[src/acl_defs.svh]
`ifndef ACL_DEFS_SVH
`define ACL_DEFS_SVH

// Register offsets
`define ACL_OFF_SIDE_SRC 8'h3c
`define ACL_OFF_DIV 8'h44
`define ACL_OFF_RATE 8'h46
`define ACL_OFF_INPUT 8'h48

// Side-tone source fields
`define ACL_LSRC_HI 13
`define ACL_LSRC_LO 12
`define ACL_RSRC_HI 11
`define ACL_RSRC_LO 10

// Divider register fields
`define ACL_LGAIN_HI 11
`define ACL_LGAIN_LO 8
`define ACL_RGAIN_HI 7
`define ACL_RGAIN_LO 4
`define ACL_POL_BIT 3
`define ACL_DSEL_HI 2
`define ACL_DSEL_LO 0

// Frame rate register fields
`define ACL_FEN_BIT 11
`define ACL_RATE_HI 10
`define ACL_RATE_LO 0
`define ACL_FSTAT_BIT 15

// Input routing fields
`define ACL_IN2R_BIT 10
`define ACL_IN1RN_BIT 9
`define ACL_IN1RP_BIT 8
`define ACL_IN2L_BIT 2
`define ACL_IN1LN_BIT 1
`define ACL_IN1LP_BIT 0

// Reset values
`define ACL_RST_GAIN 4'h0
`define ACL_RST_SRC 2'h0
`define ACL_RST_DSEL 3'h0
`define ACL_RST_RATE 11'h040
`define ACL_RST_IN2 1'h0
`define ACL_RST_IN1 1'h1

// Divider periods in system clocks
`define ACL_PER_1 3'h1
`define ACL_PER_2 3'h2
`define ACL_PER_3 3'h3
`define ACL_PER_4 3'h4
`define ACL_PER_5 3'h5
`define ACL_PER_6 3'h6

`endif

[src/acl_pkg.sv]
package acl_pkg;

  typedef enum logic [2:0] {
    ACL_DIV_1   = 3'h0,
    ACL_DIV_1P5 = 3'h1,
    ACL_DIV_2   = 3'h2,
    ACL_DIV_3   = 3'h3,
    ACL_DIV_4   = 3'h4,
    ACL_DIV_5P5 = 3'h5,
    ACL_DIV_6   = 3'h6,
    ACL_DIV_RSV = 3'h7
  } acl_div_sel_t;

  typedef enum logic [1:0] {
    ACL_SRC_NONE  = 2'h0,
    ACL_SRC_LEFT  = 2'h1,
    ACL_SRC_RIGHT = 2'h2,
    ACL_SRC_UNUSED = 2'h3
  } acl_src_t;

  typedef enum logic {
    ACL_PH_LEFT  = 1'b0,
    ACL_PH_RIGHT = 1'b1
  } acl_phase_t;

endpackage

[src/acl_conv_div.sv]
`timescale 1ns/1ns
`include "acl_defs.svh"

module acl_conv_div (
  // Clock and reset
  input wire logic ref_clk,
  input wire logic rst,
  // Control
  input wire logic [2:0] divSel,
  // Output
  output logic tick
);

  logic [2:0] cnt_r, cnt_nxt;
  logic alt_r, alt_nxt;
  logic tick_r, tick_nxt;
  logic [2:0] period;
  logic frac;
  logic run;

  ////////////////////////////////////////////////////////////////////////////
  // Period select
  always_comb begin
    frac = 1'b0;
    run = 1'b1;
    case (acl_pkg::acl_div_sel_t'(divSel))
      acl_pkg::ACL_DIV_1: period = `ACL_PER_1;
      acl_pkg::ACL_DIV_1P5: begin
        period = `ACL_PER_1; // RQ13
        frac = 1'b1;
      end
      acl_pkg::ACL_DIV_2: period = `ACL_PER_2;
      acl_pkg::ACL_DIV_3: period = `ACL_PER_3;
      acl_pkg::ACL_DIV_4: period = `ACL_PER_4;
      acl_pkg::ACL_DIV_5P5: begin
        period = `ACL_PER_5; // RQ13
        frac = 1'b1;
      end
      acl_pkg::ACL_DIV_6: period = `ACL_PER_6;
      default: begin
        period = `ACL_PER_1;
        run = 1'b0;
      end
    endcase
  end

  ////////////////////////////////////////////////////////////////////////////
  // Counter, alternating long and short periods for fractional ratios
  always_comb begin
    cnt_nxt = cnt_r;
    alt_nxt = alt_r;
    tick_nxt = 1'b0;
    if (!run) begin
      cnt_nxt = 3'h0;
      alt_nxt = 1'b0;
    end else if (cnt_r >= period - 3'h1 + {2'h0, frac & alt_r}) begin // RQ3
      cnt_nxt = 3'h0;
      tick_nxt = 1'b1;
      alt_nxt = frac ? ~alt_r : 1'b0; // RQ13
    end else begin
      cnt_nxt = cnt_r + 3'h1;
    end
  end

  always_ff @(posedge ref_clk) begin
    if (rst) begin
      cnt_r <= 3'h0;
      alt_r <= 1'b0;
      tick_r <= 1'b0;
    end else begin
      cnt_r <= cnt_nxt;
      alt_r <= alt_nxt;
      tick_r <= tick_nxt;
    end
  end

  assign tick = tick_r;

endmodule // acl_conv_div

[src/acl_record_clk.sv]
`timescale 1ns/1ns
`include "acl_defs.svh"

// Overview of operation
// RQ1: Left side-tone gain, four bits, 3 dB steps, -36 to 0 dB, resets zero.
// RQ2: Right side-tone gain, four bits, same steps and range, resets zero.
// RQ3: Divider select divides system clock by 1,1.5,2,3,4,5.5,6; 111 reserved.
// RQ4: One enable bit starts frame clock generation; reset value off.
// RQ5: Eleven-bit field gives bit clocks per frame phase; resets to 64.
// RQ6: Software programs phase length only 8 to 2047 while enabled.
// RQ7: Bit attaches second right input pin to right amplifier; resets detached.
// RQ8: Bit connects right negative input to amplifier negative; resets connected.
// RQ9: Bit connects right positive input to amplifier positive; resets connected.
// RQ10: Bit attaches second left input pin to left amplifier; resets detached.
// RQ11: Side-tone gain applies only with source selected; code 11 unused.
// RQ12: Frame clock toggles every phase length when enabled, else held static.
// RQ13: Fractional ratios alternate integer periods to match average rate.

module acl_record_clk (
  // Clock and reset
  input wire logic ref_clk,
  input wire logic rst,
  // Register port
  input wire logic regWrEn,
  input wire logic regRdEn,
  input wire logic [7:0] regAddr,
  input wire logic [15:0] regWrData,
  output logic [15:0] regRdData,
  output logic regRdValid,
  // Bit clock from the audio interface
  input wire logic bitClkTick,
  // Converter clock
  output logic convTick,
  output logic convClk,
  // Frame clock
  output logic frameClk,
  output logic frameEdge,
  // Side-tone
  output logic [3:0] leftSidetoneGain,
  output logic [3:0] rightSidetoneGain,
  output logic [1:0] leftSidetoneSource,
  output logic [1:0] rightSidetoneSource,
  output logic leftSidetoneMixEn,
  output logic rightSidetoneMixEn,
  // Input pin routing
  output logic rightAuxInConnect,
  output logic rightNegInConnect,
  output logic rightPosInConnect,
  output logic leftAuxInConnect,
  output logic leftNegInConnect,
  output logic leftPosInConnect
);

  ////////////////////////////////////////////////////////////////////////////
  // Register state
  logic [3:0] lGain_r, lGain_nxt;
  logic [3:0] rGain_r, rGain_nxt;
  logic [1:0] lSrc_r, lSrc_nxt;
  logic [1:0] rSrc_r, rSrc_nxt;
  logic pol_r, pol_nxt;
  logic [2:0] dSel_r, dSel_nxt;
  logic fEn_r, fEn_nxt;
  logic [10:0] rate_r, rate_nxt;
  logic [5:0] route_r, route_nxt;
  logic [15:0] rdData_r, rdData_nxt;
  logic rdValid_r, rdValid_nxt;
  logic lMix_r, lMix_nxt;
  logic rMix_r, rMix_nxt;

  logic wrSrc, wrDiv, wrRate, wrIn;

  assign wrSrc = regWrEn && (regAddr == `ACL_OFF_SIDE_SRC);
  assign wrDiv = regWrEn && (regAddr == `ACL_OFF_DIV);
  assign wrRate = regWrEn && (regAddr == `ACL_OFF_RATE);
  assign wrIn = regWrEn && (regAddr == `ACL_OFF_INPUT);

  ////////////////////////////////////////////////////////////////////////////
  // Register writes
  always_comb begin
    lGain_nxt = lGain_r;
    rGain_nxt = rGain_r;
    lSrc_nxt = lSrc_r;
    rSrc_nxt = rSrc_r;
    pol_nxt = pol_r;
    dSel_nxt = dSel_r;
    fEn_nxt = fEn_r;
    rate_nxt = rate_r;
    route_nxt = route_r;
    if (wrSrc) begin
      lSrc_nxt = regWrData[`ACL_LSRC_HI:`ACL_LSRC_LO]; // RQ11
      rSrc_nxt = regWrData[`ACL_RSRC_HI:`ACL_RSRC_LO]; // RQ11
    end
    if (wrDiv) begin
      lGain_nxt = regWrData[`ACL_LGAIN_HI:`ACL_LGAIN_LO]; // RQ1
      rGain_nxt = regWrData[`ACL_RGAIN_HI:`ACL_RGAIN_LO]; // RQ2
      pol_nxt = regWrData[`ACL_POL_BIT];
      dSel_nxt = regWrData[`ACL_DSEL_HI:`ACL_DSEL_LO]; // RQ3
    end
    if (wrRate) begin
      fEn_nxt = regWrData[`ACL_FEN_BIT]; // RQ4
      rate_nxt = regWrData[`ACL_RATE_HI:`ACL_RATE_LO]; // RQ5
    end
    if (wrIn) begin
      route_nxt[5] = regWrData[`ACL_IN2R_BIT]; // RQ7
      route_nxt[4] = regWrData[`ACL_IN1RN_BIT]; // RQ8
      route_nxt[3] = regWrData[`ACL_IN1RP_BIT]; // RQ9
      route_nxt[2] = regWrData[`ACL_IN2L_BIT]; // RQ10
      route_nxt[1] = regWrData[`ACL_IN1LN_BIT];
      route_nxt[0] = regWrData[`ACL_IN1LP_BIT];
    end
  end

  ////////////////////////////////////////////////////////////////////////////
  // Side-tone mix enables, code 11 treated as no mix
  always_comb begin
    lMix_nxt = (acl_pkg::acl_src_t'(lSrc_nxt) == acl_pkg::ACL_SRC_LEFT) ||
               (acl_pkg::acl_src_t'(lSrc_nxt) == acl_pkg::ACL_SRC_RIGHT); // RQ11
    rMix_nxt = (acl_pkg::acl_src_t'(rSrc_nxt) == acl_pkg::ACL_SRC_LEFT) ||
               (acl_pkg::acl_src_t'(rSrc_nxt) == acl_pkg::ACL_SRC_RIGHT); // RQ11
  end

  always_ff @(posedge ref_clk) begin
    if (rst) begin
      lMix_r <= 1'b0;
      rMix_r <= 1'b0;
    end else begin
      lMix_r <= lMix_nxt;
      rMix_r <= rMix_nxt;
    end
  end

  ////////////////////////////////////////////////////////////////////////////
  // Frame clock generation
  logic [10:0] bitCnt_r, bitCnt_nxt;
  acl_pkg::acl_phase_t phase_r, phase_nxt;
  logic frameEdge_r, frameEdge_nxt;
  logic [10:0] lastCnt;

  // Rate 0 wraps to a full 2048-count phase
  assign lastCnt = rate_r - 11'h001;

  always_comb begin
    bitCnt_nxt = bitCnt_r;
    phase_nxt = phase_r;
    frameEdge_nxt = 1'b0;
    if (!fEn_r) begin
      bitCnt_nxt = 11'h000; // RQ4
      phase_nxt = acl_pkg::ACL_PH_LEFT; // RQ12
    end else if (bitClkTick) begin
      if (bitCnt_r >= lastCnt) begin // RQ6
        bitCnt_nxt = 11'h000;
        frameEdge_nxt = 1'b1;
        case (phase_r)
          acl_pkg::ACL_PH_LEFT: phase_nxt = acl_pkg::ACL_PH_RIGHT; // RQ12
          acl_pkg::ACL_PH_RIGHT: phase_nxt = acl_pkg::ACL_PH_LEFT; // RQ12
          default: phase_nxt = acl_pkg::ACL_PH_LEFT;
        endcase
      end else begin
        bitCnt_nxt = bitCnt_r + 11'h001; // RQ5
      end
    end
  end

  always_ff @(posedge ref_clk) begin
    if (rst) begin
      bitCnt_r <= 11'h000;
      phase_r <= acl_pkg::ACL_PH_LEFT;
      frameEdge_r <= 1'b0;
    end else begin
      bitCnt_r <= bitCnt_nxt;
      phase_r <= phase_nxt;
      frameEdge_r <= frameEdge_nxt;
    end
  end

  ////////////////////////////////////////////////////////////////////////////
  // Converter clock
  logic divTick;
  logic convPh_r, convPh_nxt;
  logic convClk_r, convClk_nxt;
  logic convTick_r, convTick_nxt;

  acl_conv_div uDiv (
    .ref_clk(ref_clk),
    .rst(rst),
    .divSel(dSel_r),
    .tick(divTick)
  );

  // Polarity takes effect one cycle after its write
  always_comb begin
    convTick_nxt = divTick; // RQ3
    convPh_nxt = divTick ? ~convPh_r : convPh_r;
    convClk_nxt = convPh_nxt ^ pol_r;
  end

  always_ff @(posedge ref_clk) begin
    if (rst) begin
      convPh_r <= 1'b0;
      convClk_r <= 1'b0;
      convTick_r <= 1'b0;
    end else begin
      convPh_r <= convPh_nxt;
      convClk_r <= convClk_nxt;
      convTick_r <= convTick_nxt;
    end
  end

  ////////////////////////////////////////////////////////////////////////////
  // Read back
  always_comb begin
    rdData_nxt = 16'h0000;
    rdValid_nxt = regRdEn;
    if (regRdEn) begin
      case (regAddr)
        `ACL_OFF_SIDE_SRC: begin
          rdData_nxt[`ACL_LSRC_HI:`ACL_LSRC_LO] = lSrc_r;
          rdData_nxt[`ACL_RSRC_HI:`ACL_RSRC_LO] = rSrc_r;
        end
        `ACL_OFF_DIV: begin
          rdData_nxt[`ACL_LGAIN_HI:`ACL_LGAIN_LO] = lGain_r;
          rdData_nxt[`ACL_RGAIN_HI:`ACL_RGAIN_LO] = rGain_r;
          rdData_nxt[`ACL_POL_BIT] = pol_r;
          rdData_nxt[`ACL_DSEL_HI:`ACL_DSEL_LO] = dSel_r;
        end
        `ACL_OFF_RATE: begin
          rdData_nxt[`ACL_FSTAT_BIT] = phase_r;
          rdData_nxt[`ACL_FEN_BIT] = fEn_r;
          rdData_nxt[`ACL_RATE_HI:`ACL_RATE_LO] = rate_r;
        end
        `ACL_OFF_INPUT: begin
          rdData_nxt[`ACL_IN2R_BIT] = route_r[5];
          rdData_nxt[`ACL_IN1RN_BIT] = route_r[4];
          rdData_nxt[`ACL_IN1RP_BIT] = route_r[3];
          rdData_nxt[`ACL_IN2L_BIT] = route_r[2];
          rdData_nxt[`ACL_IN1LN_BIT] = route_r[1];
          rdData_nxt[`ACL_IN1LP_BIT] = route_r[0];
        end
        default: rdData_nxt = 16'h0000;
      endcase
    end
  end

  always_ff @(posedge ref_clk) begin
    if (rst) begin
      rdData_r <= 16'h0000;
      rdValid_r <= 1'b0;
    end else begin
      rdData_r <= rdData_nxt;
      rdValid_r <= rdValid_nxt;
    end
  end

  ////////////////////////////////////////////////////////////////////////////
  // Registers
  always_ff @(posedge ref_clk) begin
    if (rst) begin
      lGain_r <= `ACL_RST_GAIN; // RQ1
      rGain_r <= `ACL_RST_GAIN; // RQ2
      lSrc_r <= `ACL_RST_SRC;
      rSrc_r <= `ACL_RST_SRC;
      pol_r <= 1'b0;
      dSel_r <= `ACL_RST_DSEL;
      fEn_r <= 1'b0; // RQ4
      rate_r <= `ACL_RST_RATE; // RQ5
      route_r <= {`ACL_RST_IN2, `ACL_RST_IN1, `ACL_RST_IN1,
                  `ACL_RST_IN2, `ACL_RST_IN1, `ACL_RST_IN1}; // RQ7
    end else begin
      lGain_r <= lGain_nxt;
      rGain_r <= rGain_nxt;
      lSrc_r <= lSrc_nxt;
      rSrc_r <= rSrc_nxt;
      pol_r <= pol_nxt;
      dSel_r <= dSel_nxt;
      fEn_r <= fEn_nxt;
      rate_r <= rate_nxt;
      route_r <= route_nxt;
    end
  end

  ////////////////////////////////////////////////////////////////////////////
  // Outputs
  assign regRdData = rdData_r;
  assign regRdValid = rdValid_r;
  assign convTick = convTick_r;
  assign convClk = convClk_r;
  assign frameClk = phase_r; // RQ12
  assign frameEdge = frameEdge_r;
  assign leftSidetoneGain = lGain_r; // RQ1
  assign rightSidetoneGain = rGain_r; // RQ2
  assign leftSidetoneSource = lSrc_r;
  assign rightSidetoneSource = rSrc_r;
  assign leftSidetoneMixEn = lMix_r; // RQ11
  assign rightSidetoneMixEn = rMix_r; // RQ11
  assign rightAuxInConnect = route_r[5]; // RQ7
  assign rightNegInConnect = route_r[4]; // RQ8
  assign rightPosInConnect = route_r[3]; // RQ9
  assign leftAuxInConnect = route_r[2]; // RQ10
  assign leftNegInConnect = route_r[1];
  assign leftPosInConnect = route_r[0];

endmodule // acl_record_clk

[config.mk]
export PLATFORM = sky130hd
export DESIGN_NAME = acl_record_clk
export DESIGN_NICKNAME = d
export VERILOG_FILES = /design/src/acl_pkg.sv /design/src/acl_conv_div.sv /design/src/acl_record_clk.sv
export VERILOG_INCLUDE_DIRS = /design/src
export SDC_FILE = /design/constraint.sdc
export NUM_CORES = 1
export LEC_CHECK = 0
export CAP_MARGIN = 20
export CORE_MARGIN = 3
export CORE_UTILIZATION = 55
export DETAILED_ROUTE_END_ITERATION = 8
export DONT_BUFFER_PORTS = 1
export PLACE_DENSITY = 0.74
export SLEW_MARGIN = 5
export SYNTH_ARGS = -nofsm -noshare
export SYNTH_HDL_FRONTEND = slang
export SYNTH_HIERARCHICAL = 1
export SYNTH_SLANG_ARGS = --single-unit
export TNS_END_PERCENT = 1
[constraint.sdc]
create_clock -name ref_clk -period 5.3 [get_ports ref_clk]
set_clock_uncertainty 0.05 [all_clocks]
set_input_delay 0 -clock ref_clk [delete_from_list [all_inputs] [get_ports ref_clk]]
set_output_delay 0 -clock ref_clk [all_outputs]
set_load 0.02 [all_outputs]
Word-level counts from Yosys, hierarchy flattened
Cells that the tools add are included.

word-level totals
  logic and storage cells = 90
  register bits = 74
  bits of input ports = 29
  output and inout port bits = 41

operators by class
  $add $sub $neg = 5
  bitwise gates (word level) = 11
  magnitude comparators = 2
  reductions and logical operators = 17
  multiplexer cells = 16
  equality and inequality tests = 14

operators with widths
  cell                                                                    count
  8-bit by 7-bit equality test with 1-bit output (second input constant)  3
  3-bit one-hot mux with 5 select lines                                   1
  3-bit OR reduction                                                      4
  11-bit by 1-bit adder with 11-bit output (second input constant)        1
  11-bit >= comparator                                                    1
  11-bit two-way mux                                                      1
  11-bit by 1-bit subtractor with 11-bit output (second input constant)   1
  5-bit one-hot mux with 2 select lines                                   1
  3-bit equality test (second input constant)                             3
  1-bit inverter                                                          9
  3-bit one-hot mux with 3 select lines                                   1
  8-bit by 6-bit equality test with 1-bit output (second input constant)  1
  2-bit OR reduction                                                      4
  7-bit OR reduction                                                      1
  3-bit by 2-bit equality test with 1-bit output (second input constant)  2
  1-bit two-way mux                                                       6
  2-bit one-hot mux with 3 select lines                                   1
  2-bit by 1-bit equality test with 1-bit output (second input constant)  2
  2-bit equality test (second input constant)                             2
  1-bit logical AND                                                       4
  2-bit two-way mux                                                       2
  1-bit one-hot mux with 4 select lines                                   1
  3-bit by 1-bit adder with 3-bit output                                  1
  3-bit by 1-bit adder with 3-bit output (second input constant)          1
  other kinds (10)                                                        11

Logic depth before layout (Yosys ltp)
  word-level depth = 7
  depth in mapped cells = 11
  mapped depth without buffers = 11

By module
The synthesis kept the hierarchy.

by module, submodules not included
  module          cells each  seq. area each (sq um)  area each (sq um)  times used
  acl_record_clk  341         1361.3                  3072.9             1
  acl_conv_div    33          100.1                   306.5              1

Worst setup path before layout
Ideal clock, no wire load.

  path type = reg2reg
  from = register rate_r[2]
  to = register phase_r (netlist: frameClk)
  stages on the path, launching flop included = 11
  library setup time = 0.121 ns
  period minus slack after synthesis = 2.681 ns
  path buffers = 0
  path slack = 2.619 ns
  arrival = 2.510 ns
  path through = dfxtp_1 nor4_1 nand2_1 nor3_1 xnor2_1 ha_1 a211oi_1 nor2_1 nor3_1 a21oi_2 mux2_2

on the way
  longest elaborated chain between the ends = 3

ends and longest elaborated chain
  item                                           RTL line               source
  from (decl)                                    acl_record_clk.sv:63   logic [10:0] rate_r, rate_nxt;
  from (signal assigned)                         acl_record_clk.sv:265  rate_r <= `ACL_RST_RATE;
  from (signal assigned)                         acl_record_clk.sv:276  rate_r <= rate_nxt;
  11-bit by 1-bit subtractor with 11-bit output  acl_record_clk.sv:140  assign lastCnt = rate_r - 11'h001;
  11-bit >= comparator                           acl_record_clk.sv:150  if (bitCnt_r >= lastCnt) begin
  2-bit AND reduction (no line)                  -
  to (signal assigned)                           acl_record_clk.sv:167  phase_r <= acl_pkg::ACL_PH_LEFT;
  to (signal assigned)                           acl_record_clk.sv:171  phase_r <= phase_nxt;
  to (decl)                                      acl_record_clk.sv:135  acl_pkg::acl_phase_t phase_r, phase_nxt;

Every way passes these cells.
A chain may end at the register's enable or synchronous reset.

Worst setup path in the final report
Ends and elaborated chain as after synthesis.

==> impl_metrics.toml <==
[status]
status = "finished clean"

[setup_path]
cp.arrival_ps = 3320
path_class = "flop to flop"
crit_path_start_kind = "flop"
crit_required_ps = 5490
cp_max_fo = 10
cp-end-kind = "flop"

[logic_synthesis]
avgSynthCellArea_um2 = 9.04
synth_warnings = 6
synthCells = 374
synth_flop_cell = "dfxtp_1"
synthArstFlopShare = 0
syn_nets = 421
synth_cell_type_count = 45
synth.cell_area_um2 = 3380
yosysSeqAreaShare = 0.432
synth_edf_count = 0
synth.ff_latch_count = 73

[timing]
whs_ps = 33.3
max_freq_mhz = 320
drv_slew = 0
slew_headroom = 0.334
worst_pin_slew_ps = 997
fin_crit_ps = 3120
fin_ws_ps = 2180
finalSetupTns_ps = 0
timing.final.hold_violations = 0
timing.final.crit_share = 0.590
rsz0062_at_grt = "false"
setup_violations = 0

[floorplanning]
rows = 27
start_util = 0.592
core_um2 = 5710
die_y_um = 84.4
die-area_um2 = 7120
ioPinCount = 70
chipWidth_um = 84.4

[placed_design]
hpwl_um = 5080
placed_area_um2 = 3380
io_buffers = 0
gp_congestion = 0.854
dp_slack_ps = 2230

[hold_path]
min_path_type = "input pin to flop"

[global_routing]
track_usage = 0.217
antenna_found_initial = 0
grt_pass1_vias = 2548
grt_pass1_wl_um = 12400
grt_overflow = 0
grt_max_degree = 44

[detailed_routing]
drt_iter0_drc = 136
routedWlPerCell_um = 15.9
ant_nets = 0
wl_um = 7610
vias = 2731
first_pass_iters = 4
routed_via_density = 5.69
drcViolationCount = 0

[power_and_ir_drop]
peakVddDrop_uv = 294
powerDensity_nw_per_um2 = 272
p_seq_frac = 0.517
p_int_w = 0.000843
clkPwrFrac = 0.439
power_w = 0.00107
combPwrFrac = 0.043
switchingPower_w = 0.000231
p_leak_nw = 1.55
switching_share = 0.215

[final_layout]
seqCellArea_um2 = 1460
fill_cells = 431
area_growth_syn_to_layout_pct = 17.0
insertedDiodeCount = 0
final_area_um2 = 3950
multi_input_area_um2 = 1780
drive_gt1_frac = 0.0564
final_nets = 450

[clocking]
ctsHoldBuffers = 34
cts.repair.resized = 0
clkSinkCount = 73
cts_setup_buffers = 0
clkLatencyLatePin_ps = 350
cts.clk_slew.worst_paths_ps = 70
htreeDepth = 3
numCtsBuffers = 9
cts-root-buf = "clkbuf_8"
cts_tree = "yes"
cts_buffer_depth = 2

[job]
drv_cap = 0
## metrics by stage
stage	utilization	cells
6_report	0.692	480
5_1_grt	0.692	480
4_1_cts	0.692	480
3_5_place_dp	0.591	430
3_3_place_gp	0.591	430
2_1_floorplan	-	374
## path summary, 6_finish.rpt
kind                                          endpoint  slack (ps)                    from  depth (start not counted)
worst max-delay path             frameClk$_SDFFE_PP0P_        2180  rate_r[2]$_SDFFE_PP0P_                         10
worst min-delay path            rate_r[5]$_SDFFE_PP0P_          30              regAddr[1]                          3
worst max register to register   frameClk$_SDFFE_PP0P_        2180  rate_r[2]$_SDFFE_PP0P_                         10
worst min register to register     convTick$_SDFF_PP0_         430    uDiv/tick$_SDFF_PP0_                          1
## layout by cell type (no fill, tap or decap), drive strengths merged, types with 3 or more instances in the layout
master / synthesis / routed
a211o: 4 / 4
a211oi: 3 / 3
a21oi: 19 / 19
a22oi: 5 / 5
a31oi: 7 / 7
and3: 5 / 5
clkbuf: 8 / 13
dfxtp: 73 / 73
dlygate4sd3: 0 / 33
ha: 18 / 18
inv: 11 / 11
mux2i: 25 / 25
nand2: 37 / 37
nand3: 9 / 9
nand3b: 5 / 5
nand4: 9 / 9
nor2: 53 / 53
nor2b: 11 / 11
nor3: 13 / 13
nor4: 3 / 3
xnor2: 11 / 11
xor2: 15 / 15
## worst max-delay path, cell delays in order, from the launching register on
cell and delay, ps:
dfxtp_1 370, nor4_1 510, nand2_1 140, nor4_1 250, xnor2_1 160, ha_1 260, o21ai_0 200, nor2_1 60
nor3_1 440, a21oi_2 250, mux2_2 320
## metal layers
metal | vias up | track usage | wire [um]
met5 | - | 0 | 0
met4 | 0 | 0.0806 | 129
met3 | 12 | 0.0687 | 523
met2 | 76 | 0.361 | 3640
met1 | 1285 | 0.265 | 3320
li1 | 1358 | - | -
## cell families (layout without fill, tap and decap cells)
group	after synthesis	count (layout)	share of synthesized area
fa+ha+maj	18	18	0.0666
flops	73	73	0.432
mux	27	27	0.0807
xor+xnor	26	26	0.0674
simple gates	154	154	0.220
buf+inv	27	61	0.0396
other cells	1	1	0.00111
compound gates	48	48	0.0918
## final cells by class
class                           count  share of cell area
Clock buffer                       13              0.0453
Clock inverter                      3              0.0117
Inverter                           11              0.0104
Multi-Input combinational cell    274               0.451
Sequential cell                    73               0.370
Tap cell                           72              0.0228
Timing Repair Buffer               34              0.0886
## power groups by stage
stage	clock (W)	sequential (W)	combinational [W]
finish	0.000472	0.000555	0.0000465
global route	0.000504	0.000555	0.0000501
CTS	0.000480	0.000555	0.0000457
detailed placement	0	0.000568	0.0000193
global placement	0	0.000568	0.0000189
floorplan	0	0.000568	0.0000232
## flip-flops by register name, indices dropped and copies added, names as in the netlist, 2 cells and up
| name | flops |
|---|---|
| bitCnt_r | 11 |
| dSel_r | 3 |
| leftSidetoneGain | 4 |
| leftSidetoneSource | 2 |
| rate_r | 11 |
| regRdData | 15 |
| rightSidetoneGain | 4 |
| rightSidetoneSource | 2 |
| route_r | 6 |
| uDiv/cnt_r | 3 |
## synthesized netlist by cell type (2+ instances only)
| library cell | count | share of area |
|---|---|---|
| a211oi_1 | 3 | 0.0067 |
| nor3_1 | 13 | 0.019 |
| mux2i_1 | 25 | 0.074 |
| a21oi_1 | 18 | 0.027 |
| buf_1 | 3 | 0.0033 |
| nand3_1 | 9 | 0.013 |
| xnor2_1 | 11 | 0.029 |
| mux2_2 | 2 | 0.0067 |
| nand2b_1 | 2 | 0.0037 |
| o21ai_0 | 2 | 0.0030 |
| inv_1 | 11 | 0.012 |
| nand4_1 | 9 | 0.017 |
| nand3b_1 | 5 | 0.011 |
| ha_1 | 18 | 0.067 |
| nor4_1 | 3 | 0.0056 |
| nor2b_1 | 11 | 0.020 |
| and3_1 | 5 | 0.0093 |
| nand2_1 | 37 | 0.041 |
| dfxtp_1 | 73 | 0.43 |
| buf_4 | 2 | 0.0044 |
| o211ai_1 | 2 | 0.0044 |
| a211o_1 | 4 | 0.010 |
| a22oi_1 | 5 | 0.011 |
| and2_1 | 2 | 0.0037 |
| xor2_1 | 15 | 0.039 |
| a31oi_1 | 7 | 0.013 |
| nor2_1 | 52 | 0.058 |
| clkbuf_1 | 8 | 0.0089 |
(Power assumes the default switching activity.)
